**src/wdac_pkg.sv**
```systemverilog
// package for the waveform converter control block
// assumes a plain address/strobe register port with 4-bit register indices
package wdac_pkg;
	// ==========================================================
	// register indices (word offsets on the plain port)
	localparam logic [3:0]  ADDR_CONTROL   = 4'h0;
	localparam logic [3:0]  ADDR_SOURCE    = 4'h1;
	localparam logic [3:0]  ADDR_CODE      = 4'h2;
	localparam logic [3:0]  ADDR_KEY_FIRST = 4'h3;
	localparam logic [3:0]  ADDR_KEY_SECOND= 4'h4;
	localparam logic [3:0]  ADDR_REFERENCE = 4'h5;
	localparam logic [3:0]  ADDR_STATUS    = 4'h6;
	// ==========================================================
	// control field positions
	localparam int SHUF_MODE_HI = 10;
	localparam int SHUF_MODE_LO = 9;
	localparam int MSB_SHUF_BIT = 8;
	localparam int LSB_SHUF_BIT = 7;
	localparam int PWR_RED_BIT  = 6;
	localparam int LINE_EN_BIT  = 5;
	localparam int DIFF_BIT     = 4;
	localparam int RSVD_BIT     = 3;
	localparam int OP_MODE_HI   = 2;
	localparam int OP_MODE_LO   = 1;
	localparam int RATE_BIT     = 0;
	// ==========================================================
	// reset values and codes
	localparam logic [15:0] CONTROL_RESET = 16'h0000;
	localparam logic [15:0] CONTROL_MASK  = 16'h07F7;
	localparam logic [9:0]  CODE_RESET    = 10'h000;
	localparam logic [7:0]  KEY_FIRST_VAL = 8'h07;
	localparam logic [7:0]  KEY_SECOND_VAL= 8'hB9;
	localparam logic [7:0]  REF_ENABLE_VAL= 8'h01;
	localparam logic [1:0]  OP_POWERDOWN  = 2'h0;
	localparam logic [1:0]  OP_RUN        = 2'h3;
	localparam logic [1:0]  SHUF_STEP     = 2'h0;
	localparam logic [1:0]  SHUF_COUNTER  = 2'h1;
	localparam logic [1:0]  SHUF_DATA     = 2'h2;
	typedef enum logic [1:0] {KEY_IDLE, KEY_OPEN, KEY_ARMED} key_state_t;
endpackage : wdac_pkg

```
**src/waveform_dac_control.sv**
```systemverilog
// control logic for a 10-bit waveform converter with line driver
// assumes the timer 1 pin is asynchronous and the sine samples share SYS_CLK
//
// Strobed register access and the register addresses were left to the implementer.
`timescale 1ns/10ps

// What this block does
// RULE1: shuffle mode picks step, counter, or data rotation
// RULE2: msb enable gates shuffling of upper elements
// RULE3: lsb enable gates shuffling of lower elements
// RULE4: power reduction bit drives low-power output
// RULE5: line enable drives output, else high impedance
// RULE6: differential bit selects differential or single-ended
// RULE7: software writes zero to reserved bit three
// RULE8: mode 00 powers down, 11 runs
// RULE9: update on timer1 falling edge or bus clock
// RULE10: rate bit ignored when sine source used
// RULE11: software enables reference with value 01 first
// RULE12: source bit one direct code, zero sine
// RULE13: key 07, target write, key B9 commit
// RULE14: code register holds 10-bit signed value
// RULE15: staged code applied only on update edge
module waveform_dac_control #(
	parameter int ELEM_W = 4
) (
	// clock and reset
	input  wire logic        SYS_CLK,
	input  wire logic        RST_N,
	// register port
	input  wire logic [3:0]  ADDR,
	input  wire logic [15:0] WDATA,
	input  wire logic        WR,
	input  wire logic        RD,
	output logic      [15:0] RDATA,
	// timer and synthesiser inputs
	input  wire logic        TIMER1_PIN,
	input  wire logic [9:0]  SINE_SAMPLE,
	// converter core controls
	output logic [9:0]       CONVERTER_CODE,
	output logic [ELEM_W-1:0] MSB_ROTATION,
	output logic [ELEM_W-1:0] LSB_ROTATION,
	output logic             CONVERTER_ENABLE,
	output logic             POWER_REDUCE,
	output logic             LINE_DRIVE_OE_N,
	output logic             DIFFERENTIAL,
	output logic             REFERENCE_ON
);
	// elaboration check: a pointer may follow the code, so it cannot be wider than the code
	if (ELEM_W < 1 || ELEM_W > 10) begin : g_bad_width
		$error("ELEM_W out of range");
	end

	// ==========================================================
	// register state
	logic [15:0] control_r, control_nxt;
	logic        source_r, source_nxt;
	logic [9:0]  stage_r, stage_nxt;
	logic        stage_src_r, stage_src_nxt;
	logic        stage_code_r, stage_code_nxt;
	logic [7:0]  reference_r, reference_nxt;
	wdac_pkg::key_state_t key_r, key_nxt;
	logic [15:0] rdata_r, rdata_nxt;
	// committed values, declared here because the read mux shows code_r, active_src_r and pending_r
	logic [9:0]  pending_code_r, pending_code_nxt;
	logic        pending_r, pending_nxt;
	logic        pend_src_r, pend_src_nxt;
	logic        pend_src_v_r, pend_src_v_nxt;
	logic [9:0]  code_r, code_nxt;
	logic        active_src_r, active_src_nxt;

	// key sequence: only a write bracketed by the two keys commits
	always_comb begin
		control_nxt    = control_r;
		source_nxt     = source_r;
		stage_nxt      = stage_r;
		stage_src_nxt  = stage_src_r;
		stage_code_nxt = stage_code_r;
		reference_nxt  = reference_r;
		key_nxt        = key_r;
		rdata_nxt      = 16'h0000;
		if (WR) begin
			case (ADDR)
				wdac_pkg::ADDR_CONTROL: begin
					// reserved bit forced low in case software breaks the convention
					control_nxt = WDATA & wdac_pkg::CONTROL_MASK; // RULE7
				end
				wdac_pkg::ADDR_REFERENCE: begin
					reference_nxt = WDATA[7:0]; // RULE11
				end
				wdac_pkg::ADDR_KEY_FIRST: begin
					key_nxt = (WDATA[7:0] == wdac_pkg::KEY_FIRST_VAL) ? wdac_pkg::KEY_OPEN : wdac_pkg::KEY_IDLE; // RULE13
					stage_src_nxt  = 1'b0;
					stage_code_nxt = 1'b0;
				end
				wdac_pkg::ADDR_SOURCE: begin
					if (key_r == wdac_pkg::KEY_OPEN) begin
						source_nxt    = WDATA[0]; // RULE13
						stage_src_nxt = 1'b1;
						key_nxt       = wdac_pkg::KEY_ARMED;
					end else begin
						key_nxt = wdac_pkg::KEY_IDLE;
					end
				end
				wdac_pkg::ADDR_CODE: begin
					if (key_r == wdac_pkg::KEY_OPEN) begin
						stage_nxt      = WDATA[9:0]; // RULE14
						stage_code_nxt = 1'b1;
						key_nxt        = wdac_pkg::KEY_ARMED;
					end else begin
						key_nxt = wdac_pkg::KEY_IDLE;
					end
				end
				wdac_pkg::ADDR_KEY_SECOND: begin
					// the second key validates the staged write; anything else drops it
					if (key_r == wdac_pkg::KEY_ARMED && WDATA[7:0] == wdac_pkg::KEY_SECOND_VAL) begin
						key_nxt = wdac_pkg::KEY_IDLE; // RULE13
					end else begin
						key_nxt        = wdac_pkg::KEY_IDLE;
						stage_src_nxt  = 1'b0;
						stage_code_nxt = 1'b0;
					end
				end
				default: begin
					key_nxt = key_r;
				end
			endcase
		end
		if (RD) begin
			case (ADDR)
				wdac_pkg::ADDR_CONTROL:   rdata_nxt = control_r;
				wdac_pkg::ADDR_SOURCE:    rdata_nxt = {15'h0000, active_src_r};
				wdac_pkg::ADDR_CODE:      rdata_nxt = {6'h00, code_r};
				wdac_pkg::ADDR_REFERENCE: rdata_nxt = {8'h00, reference_r};
				wdac_pkg::ADDR_STATUS:    rdata_nxt = {12'h000, pending_r, 1'b0, key_r};
				default:                  rdata_nxt = 16'h0000;
			endcase
		end
	end

	// ==========================================================
	// timer 1 synchroniser and falling edge detect
	logic t1_meta_r, t1_sync_r, t1_prev_r;
	logic t1_fall;
	assign t1_fall = t1_prev_r & ~t1_sync_r;

	// ==========================================================
	// committed values, applied on update edges
	logic       commit;
	logic       update_tick;
	assign commit = WR && ADDR == wdac_pkg::ADDR_KEY_SECOND && key_r == wdac_pkg::KEY_ARMED
		&& WDATA[7:0] == wdac_pkg::KEY_SECOND_VAL;
	// rate bit picks timer 1 or every bus clock; sine source ignores it
	assign update_tick = control_r[wdac_pkg::RATE_BIT] ? t1_fall : 1'b1; // RULE9

	always_comb begin
		pending_code_nxt = pending_code_r;
		pending_nxt      = pending_r;
		pend_src_nxt     = pend_src_r;
		pend_src_v_nxt   = pend_src_v_r;
		code_nxt         = code_r;
		active_src_nxt   = active_src_r;
		// a fresh commit in the tick cycle wins: staged again for the next tick
		if (update_tick) begin
			if (pending_r) code_nxt = pending_code_r; // RULE15
			if (pend_src_v_r) active_src_nxt = pend_src_r;
			pending_nxt    = 1'b0;
			pend_src_v_nxt = 1'b0;
		end
		if (commit && stage_code_r) begin
			pending_code_nxt = stage_r;
			pending_nxt      = 1'b1;
		end
		if (commit && stage_src_r) begin
			pend_src_nxt   = source_r;
			pend_src_v_nxt = 1'b1;
		end
	end

	// ==========================================================
	// shuffle pointers
	logic [ELEM_W-1:0] msb_rot_r, msb_rot_nxt, lsb_rot_r, lsb_rot_nxt;
	logic [ELEM_W-1:0] free_cnt_r, free_cnt_nxt;
	logic [9:0]        out_code_r, out_code_nxt;
	logic              running;
	assign running = control_r[wdac_pkg::OP_MODE_HI:wdac_pkg::OP_MODE_LO] == wdac_pkg::OP_RUN; // RULE8

	always_comb begin
		logic [ELEM_W-1:0] step;
		step         = '0;
		free_cnt_nxt = free_cnt_r + 1'b1;
		msb_rot_nxt  = msb_rot_r;
		lsb_rot_nxt  = lsb_rot_r;
		out_code_nxt = out_code_r;
		case (control_r[wdac_pkg::SHUF_MODE_HI:wdac_pkg::SHUF_MODE_LO]) // RULE1
			wdac_pkg::SHUF_STEP:    step = msb_rot_r + 1'b1;
			wdac_pkg::SHUF_COUNTER: step = free_cnt_r;
			wdac_pkg::SHUF_DATA:    step = out_code_r[ELEM_W-1:0];
			default:                step = msb_rot_r; // reserved: msb holds, lsb takes the msb pointer
		endcase
		if (running) begin
			// sine samples stream every clock regardless of the rate bit
			if (!active_src_r) begin
				out_code_nxt = SINE_SAMPLE; // RULE10 RULE12
			end else begin
				out_code_nxt = code_r; // RULE12
			end
			// pointers advance on update edges, or every clock with the sine source; a cleared enable parks them at once
			if (!control_r[wdac_pkg::MSB_SHUF_BIT]) begin
				msb_rot_nxt = '0; // RULE2
			end else if (!active_src_r || update_tick) begin
				msb_rot_nxt = step; // RULE2
			end
			if (!control_r[wdac_pkg::LSB_SHUF_BIT]) begin
				lsb_rot_nxt = '0; // RULE3
			end else if (!active_src_r || update_tick) begin
				lsb_rot_nxt = step; // RULE3
			end
		end else begin
			out_code_nxt = wdac_pkg::CODE_RESET;
			msb_rot_nxt  = '0;
			lsb_rot_nxt  = '0;
		end
	end

	// ==========================================================
	// bus-facing registers; reset is synchronous and loads constants only
	always_ff @(posedge SYS_CLK) begin
		if (!RST_N) begin
			control_r    <= wdac_pkg::CONTROL_RESET;
			source_r     <= 1'b0;
			stage_r      <= wdac_pkg::CODE_RESET;
			stage_src_r  <= 1'b0;
			stage_code_r <= 1'b0;
			reference_r  <= 8'h00;
			key_r        <= wdac_pkg::KEY_IDLE;
			rdata_r      <= 16'h0000;
		end else begin
			control_r    <= control_nxt;
			source_r     <= source_nxt;
			stage_r      <= stage_nxt;
			stage_src_r  <= stage_src_nxt;
			stage_code_r <= stage_code_nxt;
			reference_r  <= reference_nxt;
			key_r        <= key_nxt;
			rdata_r      <= rdata_nxt;
		end
	end

	// ==========================================================
	// timer 1 synchroniser registers
	// the edge detect reads the second and third stages; a low reset value can fake a rise, never a fall
	always_ff @(posedge SYS_CLK) begin
		if (!RST_N) begin
			t1_meta_r <= 1'b0;
			t1_sync_r <= 1'b0;
			t1_prev_r <= 1'b0;
		end else begin
			t1_meta_r <= TIMER1_PIN;
			t1_sync_r <= t1_meta_r;
			t1_prev_r <= t1_sync_r;
		end
	end

	// ==========================================================
	// commit and applied-value registers
	always_ff @(posedge SYS_CLK) begin
		if (!RST_N) begin
			pending_code_r <= wdac_pkg::CODE_RESET;
			pending_r      <= 1'b0;
			pend_src_r     <= 1'b0;
			pend_src_v_r   <= 1'b0;
			code_r         <= wdac_pkg::CODE_RESET;
			active_src_r   <= 1'b0;
		end else begin
			pending_code_r <= pending_code_nxt;
			pending_r      <= pending_nxt;
			pend_src_r     <= pend_src_nxt;
			pend_src_v_r   <= pend_src_v_nxt;
			code_r         <= code_nxt;
			active_src_r   <= active_src_nxt;
		end
	end

	// ==========================================================
	// shuffle pointer and output code registers
	always_ff @(posedge SYS_CLK) begin
		if (!RST_N) begin
			msb_rot_r  <= '0;
			lsb_rot_r  <= '0;
			free_cnt_r <= '0;
			out_code_r <= wdac_pkg::CODE_RESET;
		end else begin
			msb_rot_r  <= msb_rot_nxt;
			lsb_rot_r  <= lsb_rot_nxt;
			free_cnt_r <= free_cnt_nxt;
			out_code_r <= out_code_nxt;
		end
	end

	// ==========================================================
	// output decode registers
	// decoded from the next values so they switch on the same edge as the raw control bits
	logic enable_r, enable_nxt;
	logic line_oe_n_r, line_oe_n_nxt;
	logic ref_on_r, ref_on_nxt;
	assign enable_nxt    = control_nxt[wdac_pkg::OP_MODE_HI] & control_nxt[wdac_pkg::OP_MODE_LO]; // RULE8
	assign line_oe_n_nxt = ~control_nxt[wdac_pkg::LINE_EN_BIT]; // RULE5
	assign ref_on_nxt    = reference_nxt == wdac_pkg::REF_ENABLE_VAL; // RULE11

	// the line driver comes out of reset released (high impedance)
	always_ff @(posedge SYS_CLK) begin
		if (!RST_N) begin
			enable_r    <= 1'b0;
			line_oe_n_r <= 1'b1;
			ref_on_r    <= 1'b0;
		end else begin
			enable_r    <= enable_nxt;
			line_oe_n_r <= line_oe_n_nxt;
			ref_on_r    <= ref_on_nxt;
		end
	end

	// ==========================================================
	// outputs straight from flip-flops
	assign RDATA            = rdata_r;
	assign CONVERTER_CODE   = out_code_r;
	assign MSB_ROTATION     = msb_rot_r;
	assign LSB_ROTATION     = lsb_rot_r;
	assign CONVERTER_ENABLE = enable_r; // RULE8
	assign POWER_REDUCE     = control_r[wdac_pkg::PWR_RED_BIT]; // RULE4
	assign LINE_DRIVE_OE_N  = line_oe_n_r; // RULE5
	assign DIFFERENTIAL     = control_r[wdac_pkg::DIFF_BIT]; // RULE6
	assign REFERENCE_ON     = ref_on_r; // RULE11
endmodule : waveform_dac_control

```
**config.mk**
```make
export PLATFORM = sky130hd
export DESIGN_NAME = waveform_dac_control
export DESIGN_NICKNAME = d
export VERILOG_FILES = /design/src/wdac_pkg.sv /design/src/waveform_dac_control.sv
export SDC_FILE = /design/constraint.sdc
export NUM_CORES = 1
export LEC_CHECK = 0
export BUFFER_PORTS_ARGS = -buffer_cell sky130_fd_sc_hd__buf_2
export CAP_MARGIN = 30
export CORE_UTILIZATION = 55
export DETAILED_ROUTE_END_ITERATION = 10
export GPL_TIMING_DRIVEN = 1
export PLACE_DENSITY = 0.79
export SETUP_SLACK_MARGIN = 0.3
export SYNTH_ARGS = -nofsm -noshare
export SYNTH_HDL_FRONTEND = slang
export SYNTH_SLANG_ARGS = --single-unit
```
**constraint.sdc**
```tcl
create_clock -name SYS_CLK -period 2.67 [get_ports SYS_CLK]
set_input_delay 0.4005 -clock SYS_CLK [delete_from_list [all_inputs] [get_ports SYS_CLK]]
set_output_delay 0.4005 -clock SYS_CLK [all_outputs]
set_load 0.01 [all_outputs]
```
==> summary.md, run 1 <==
| Metric | Value |
|---|---|
| Status | finished, final reports clean |
| Cells along the critical path | or4b_1, or4_4, o21ai_0, a21oi_1 |
| Post-DP HPWL | about 6.8 mm |
| Share of cells above drive strength 1 | 19.25% |
| Max VDD drop | 331.9 uV |
| Max-slew violation count | 0 |
| Post-synthesis sequential area ratio | 48.64% |
| Final nets | 515 |
| Detailed Routing Iterations Pass 1 | 5 |
| Total die area | 0.007527 mm^2 |
| Sw Share | 24.89% |
| Critical-path cell with the highest stage delay | or4_4 |
| Data required time of the worst path | 2.93 ns |
| Period utilization | a little over two thirds |
| Met3 WL | 755 um |
| Most numerous cell in the Yosys netlist | dfxtp_1 |
| Final WL | 9.610 mm |
| Yosys warnings | 0 |
| Post-CTS Setup Inserts | 0 |
| Clock share of power | just under 40% |
| Hold Crit Depth | 2 |
| Root Driver | clkbuf_8 |
| Largest net degree at the start of global routing | 24 |
| Min cycle time layout | 1.882 ns |
| Ys flop type | dfxtp_1 |
| Number of flops mapped to enable cells by yosys | 0 |
| GRT Resource Usage Total | 26.99% |
| CTS Buf Count | 9 |
| Initial antenna violation count | 0 |
| Detailed-route via count | 3379 |
| GPL Wtd Cong | approximately 0.89 |
| Crit end category | flip-flop |
| Clock net sink count | 96 |
| Capturing point of the worst reg2reg path | pending_code_r[0] |
| H-tree Lvls | 3 |
| Startpoint type of the worst setup path | flip-flop |
| Port Buf Inserts | 63 |
| CP max stage delay | 0.59 ns |
| Crit Path Max Fanout | 13 |
| Setup_tns | 0 ns |
| N_diodes | 0 |
| Skew-Pair Late Insertion Delay | 0.38 ns |
| Power per Cell Area | 570.0 mW/mm^2 |
| Post-synth top cells | dfxtp_1 (96), nor2_1 (67), mux2i_1 (44) |
| Die X-Extent | 86.76 um |
| Synthesized flop and latch total | 96 |
| Internal | about 0.0019 W |
| DRC | 0 |
| Max Freq | 531.3 MHz |
| Remaining Overflow, GRT | 0 |
| Clock Tree Buf Depth | 2 |
| Total Power | 0.002590 W |
| Sw Pwr | around 0.00064 W |
| Final ANT Viol Nets | 0 |
| Initial DRC count | ~190 |
| Slew margin rel. | 50.69% |
| Worst-Margin Slew | 0.7389 ns |
| Placeable Area | 0.006869 mm^2 |
| Hold_buf cts | 0 |
| Vias in the first global route | 3046 |
| Worst hold path class | input port to flip-flop |
| Seq pwr share | between 50% and 60% |
| Syn Area/Cell | 9.297 um^2 |
| Area Growth Syn to Fin | 15.01% |
| Maxcap violations | 0 |
| Ys async rst share | 0% |
| Logic pwr share | under 10% |
| RSZ-0062 raised after global routing | false |
| Post-Syn Instances | between 400 and 500 |
| Setup violators final | 0 |
| Metal-1 WL | 4.363 mm |
| Clk slew on worst S/H paths | 0.10 ns |
| Cts repair resizes | 0 |
| Boundary Pins | 74 |
| CP arrival | 2.14 ns |
| DR top layer | met4 |
| Worst r2r src | key_r[0] |
| First-pass GRT wire length | 15.26 mm |
| Final Hold Vio Count | 0 |
| Row cnt | 30 |
| Initial Utilization | a little under three fifths |
| CTS tree | yes |
| Max Clock Skew | 0.01741 ns |
| Reg2Reg Depth | 4 |
| End of the worst hold path | t1_meta_r |
| Yosys cell types | 53 |
| Die Y | slightly below 90 um |
| Setup slack, reg-to-reg | between 0.7 and 0.8 ns |
| Met2 WL post-DR | roughly 4.3 mm |
| P_leak | roughly 1.7 nW |
| Setup CP Type | flip-flop to flip-flop |
| Post-synth top area share | 48.64% |
| Vias per inst | ~5.8 |
| Dominant cell type by area after synthesis | dfxtp_1 |
| Netlist Area Pre-Place | 0.003951 mm^2 |
| Area contributors post-synth | dfxtp_1 (49%), mux2i_1 (11%), nor2_1 (6.4%), a21oi_1 (3.2%), nand4_1 (2.2%) |
| Hold path start | TIMER1_PIN |
| Wire per inst | approximately 17 um |
per-layer routing:
layer  vias to the layer above  GRT usage, %
met4                         0         9.848
met1                      1604         36.29
met2                       158         42.86
li1                       1605             -
met5                         -             0
met3                        12         5.810
cells in the final DEF (no fill, tap or decap), types with 3 or more instances in the layout:
cell type  count
a211oi_1       5
a21boi_0       3
a21oi_1       25
a22o_1         7
a22oi_1        8
and2_1         8
and3_1         5
buf_2         63
buf_4          6
clkbuf_8       9
conb_1         5
dfxtp_1       96
inv_1          5
mux2i_1       44
nand2_1       20
nand2b_1       6
nand3_1       16
nand4_1       14
nor2_1        67
nor2b_1        5
nor3b_1        4
o21ai_0       13
state kept, by name, summed over array words and instances (netlist names), 2 cells and up:
register,cells
RDATA,11
CONVERTER_CODE,10
code_r,10
control_r,10
pending_code_r,10
stage_r,10
reference_r,8
LSB_ROTATION,4
MSB_ROTATION,4
free_cnt_r,4
key_r,2
power by group through the flow:
| stage | sequential, W | clock [W] | combinational [W] |
|---|---|---|---|
| finish | 0.00145 | 0.00100 | 0.000137 |
| global route | 0.00145 | 0.00107 | 0.000149 |
| CTS | 0.00145 | 0.00101 | 0.000135 |
| detailed placement | 0.00148 | 0 | 0.000134 |
| global placement | 0.00148 | 0 | 0.000132 |
| floorplan | 0.00148 | 0 | 0.0000806 |
worst max path at each step:
stage,startpoint,endpoint,slack (ns),cells past startpoint
finish,key_r[0],pending_code_r[0],0.79,4
global route,key_r[0],pending_code_r[9],0.75,4
CTS,key_r[0],pending_code_r[0],0.80,4
detailed placement,ADDR[2],pending_code_r[0],0.44,5
global placement,ADDR[2],pend_src_r,0.49,5
floorplan,ADDR[3],stage_r[2],0.64,7
cells by family (layout without fill, tap and decap cells):
kind of cell / Yosys count / count (layout) / share of synthesized area (%)
compound gates: 79 / 79 / 13.05
xor+xnor: 4 / 4 / 0.8868
fa+ha+maj: 2 / 2 / 0.6332
buf+inv: 38 / 92 / 4.497
flops: 96 / 96 / 48.64
mux: 46 / 46 / 12.00
other cells: 1 / 5 / 0.09491
simple gates: 159 / 159 / 20.20
cell type report:
type	count	area [um^2]
clock buffer	9	123.9
clock inverter	7	86.33
fill	572	2325
inverter	5	18.77
multi-input combinational	295	1873
sequential	96	1922
tap	96	120.1
timing repair buffer	71	400.4
through the flow:
step | cells | area [um^2] | setup WS [ns] | utilization [%] | hold slack (ns)
final | 579 | 4544 | 0.7877 | 66.16 | 0.2430
after global routing | 579 | 4544 | 0.7476 | 66.16 | 0.2363
after CTS | 579 | 4544 | 0.7991 | 66.16 | 0.2315
after detailed placement | 563 | 4334 | 0.4429 | 63.10 | 0.4199
after global placement | 563 | 4334 | 0.4850 | 63.10 | 0.4196
after floorplan | 429 | 3966 | 0.6357 | - | 0.4119
critical path: cells and delay by family, from the launching register on:
| family | cells | cell delay [ns] |
|---|---|---|
| simple gates | 2 | 1.10 |
| compound gates | 2 | 0.31 |
| flops | 1 | 0.35 |
No activity file was read; power rests on OpenSTA's default activity.
==> run 2: changes to the inputs <==
==> constraint.sdc (replaced) <==
create_clock -name SYS_CLK -period 1.8 [get_ports SYS_CLK]
set_input_delay 0.27 -clock SYS_CLK [delete_from_list [all_inputs] [get_ports SYS_CLK]]
set_output_delay 0.27 -clock SYS_CLK [all_outputs]
set_load 0.01 [all_outputs]
==> summary.md, run 2 (synthesized netlist as in run 1, its figures left out) <==
| Metric | Value |
|---|---|
| Status | finished, final reports clean |
| GRT Resource Usage Total | 27.71% |
| Max reg flops | 11 |
| Port Buf Inserts | 63 |
| Clock Tree Buf Depth | 2 |
| Maxcap violations | 0 |
| DRC | 0 |
| Met2 Use GR | 42.35% |
| H-tree Lvls | 3 |
| Vias per inst | 5.758 |
| Boundary Pins | 74 |
| Largest net degree at the start of global routing | 30 |
| P_leak | 1.852 nW |
| Setup violators final | 0 |
| GPL Wtd Cong | 0.9443 |
| N_diodes | 0 |
| Share of cells above drive strength 1 | 24.21% |
| Crit Path Max Fanout | 7 |
| Period utilization | between 90 and 100% |
| RSZ-0062 raised after global routing | true |
| Clock net sink count | 96 |
| Commonest non-fill, non-tap cell in the layout | dfxtp_1 |
| Root Driver | clkbuf_8 |
| Max Clock Skew | 0.01475 ns |
| Max VDD drop | 466.4 uV |
| Hold_buf cts | 0 |
| Die Y | just under 90 um |
| Wire per inst | 16.75 um |
| First-pass GRT wire length | 15.69 mm |
| Initial Utilization | 57.52% |
| Final WL | ~10 mm |
| Power per Cell Area | 812.5 mW/mm^2 |
| Final Hold Vio Count | 0 |
| Data required time of the worst path | 2.08 ns |
| Most used routing layer | met2 |
| CP arrival | 2.00 ns |
| Area Growth Syn to Fin | 20.52% |
| Final nets | between 500 and 600 |
| Placeable Area | a little under 0.007 mm^2 |
| GRT met1 Usage | 38.56% |
| Clk slew on worst S/H paths | 0.10 ns |
| Pre-CTS WS | -0.1589 ns |
| Crit end category | flip-flop |
| Most frequent cells in the layout | dfxtp_1 (94), nor2_1 (67), buf_2 (63) |
| Post-CTS Setup Inserts | 0 |
| Max-slew violation count | 0 |
| Skew-Pair Late Insertion Delay | 0.38 ns |
| Min cycle time layout | 1.727 ns |
| Remaining Overflow, GRT | 0 |
| Total die area | 0.007527 mm^2 |
| CTS tree | yes |
| Worst hold path class | input port to flip-flop |
| Finished Layout Cells | 600 |
| Detailed Routing Iterations Pass 1 | 7 |
| Post-DP HPWL | between 7 and 8 mm |
| Worst-Margin Slew | about 0.58 ns |
| Slew margin rel. | between 60% and 70% |
| CTS Buf Count | 9 |
| Startpoint type of the worst setup path | flip-flop |
| Initial antenna violation count | 0 |
| Max Freq | 579.1 MHz |
| Row cnt | 30 |
| Detailed-route via count | 3455 |
| Fillers | 553 |
| Fin worst setup slack | roughly 0.073 ns |
| Met3 Resource Use GR | ~4.1% |
| Setup CP Type | flip-flop to flip-flop |
| Vias in the first global route | a little over 3000 |
| Die X-Extent | 86.76 um |
| Final ANT Viol Nets | 0 |
| Placed insts | 582 |
| Initial DRC count | around 340 |
[run 2: changes by cell type in the layout (fill, tap and decap cells not counted), moves of 2 or more]
| cell | before | now |
|---|---|---|
| o21ai_2 | 0 | 2 |
| buf_4 | 6 | 25 |
| nor4_4 | 0 | 2 |
| o21ai_1 | 2 | 8 |
| dfxtp_1 | 96 | 94 |
| nor4_2 | 2 | 0 |
| dfxtp_2 | 0 | 2 |
| o21ai_0 | 13 | 5 |
[run 2: repair_timing]
item | 4_1_cts | 5_1_grt
gates resized for setup | 9 | 10
setup endpoints to repair | 15 | 20
pin swaps | 6 | 12
gates cloned | 2 | 0
[run 2: path summary, 6_finish.rpt]
path | startpoint | end | slack, ns | cells past startpoint
worst max-delay path | key_r[0] | pending_code_r[1] | 0.07 | 4
worst min-delay path | TIMER1_PIN | t1_meta_r | 0.09 | 2
worst max register to register | key_r[0] | pending_code_r[1] | 0.07 | 4
worst min register to register | t1_meta_r | t1_sync_r | 0.45 | 1
[run 2: cell type report]
cell class              count  area (um^2)  share of cell area, %
clock inverters             7        85.08                  1.787
inverters                   5        18.77                 0.3941
flip-flops and latches     96         1924                  40.41
repair buffers             91        554.3                  11.64
well taps                  96        120.1                  2.522
multi-input cells         296         1936                  40.65
clock buffers               9        123.9                  2.601
[run 2: power by group]
part	switching (W)	leakage, nW	internal [W]
clock	0.000813	0.107	0.000671
combinational	0.000140	0.970	0.0000952
sequential	0.0000138	0.775	0.00214
total	0.000966	1.85	0.00290
[run 2: per-layer routing]
metal	wire length [um]	vias to the layer above
li1	-	1653
met1	4340	1583
met2	4679	195
met3	784	24
met4	246	0
met5	0	-
[run 2: worst max-delay path, cell delays in order, from the launching register on]
cell,delay (ns)
dfxtp_2,0.34
or4b_4,0.52
or4_4,0.51
o21ai_1,0.17
a21oi_1,0.09
[run 2: through the flow]
| step | cell area, um^2 | power [W] | hold slack (ns) | TNS, ns | util, % |
|---|---|---|---|---|---|
| after detailed placement | 4501 | 0.002424 | 0.4269 | -1.077 | 65.52 |
| final | 4762 | 0.003869 | 0.09114 | 0 | 69.33 |
| after global routing | 4762 | 0.003999 | 0.08978 | 0 | 69.33 |
| after floorplan | 4016 | 0.002322 | 0.3973 | 0 | - |
| after CTS | 4738 | 0.003875 | 0.08400 | 0 | 68.98 |
| after global placement | 4501 | 0.002419 | 0.4141 | -0.5733 | 65.52 |
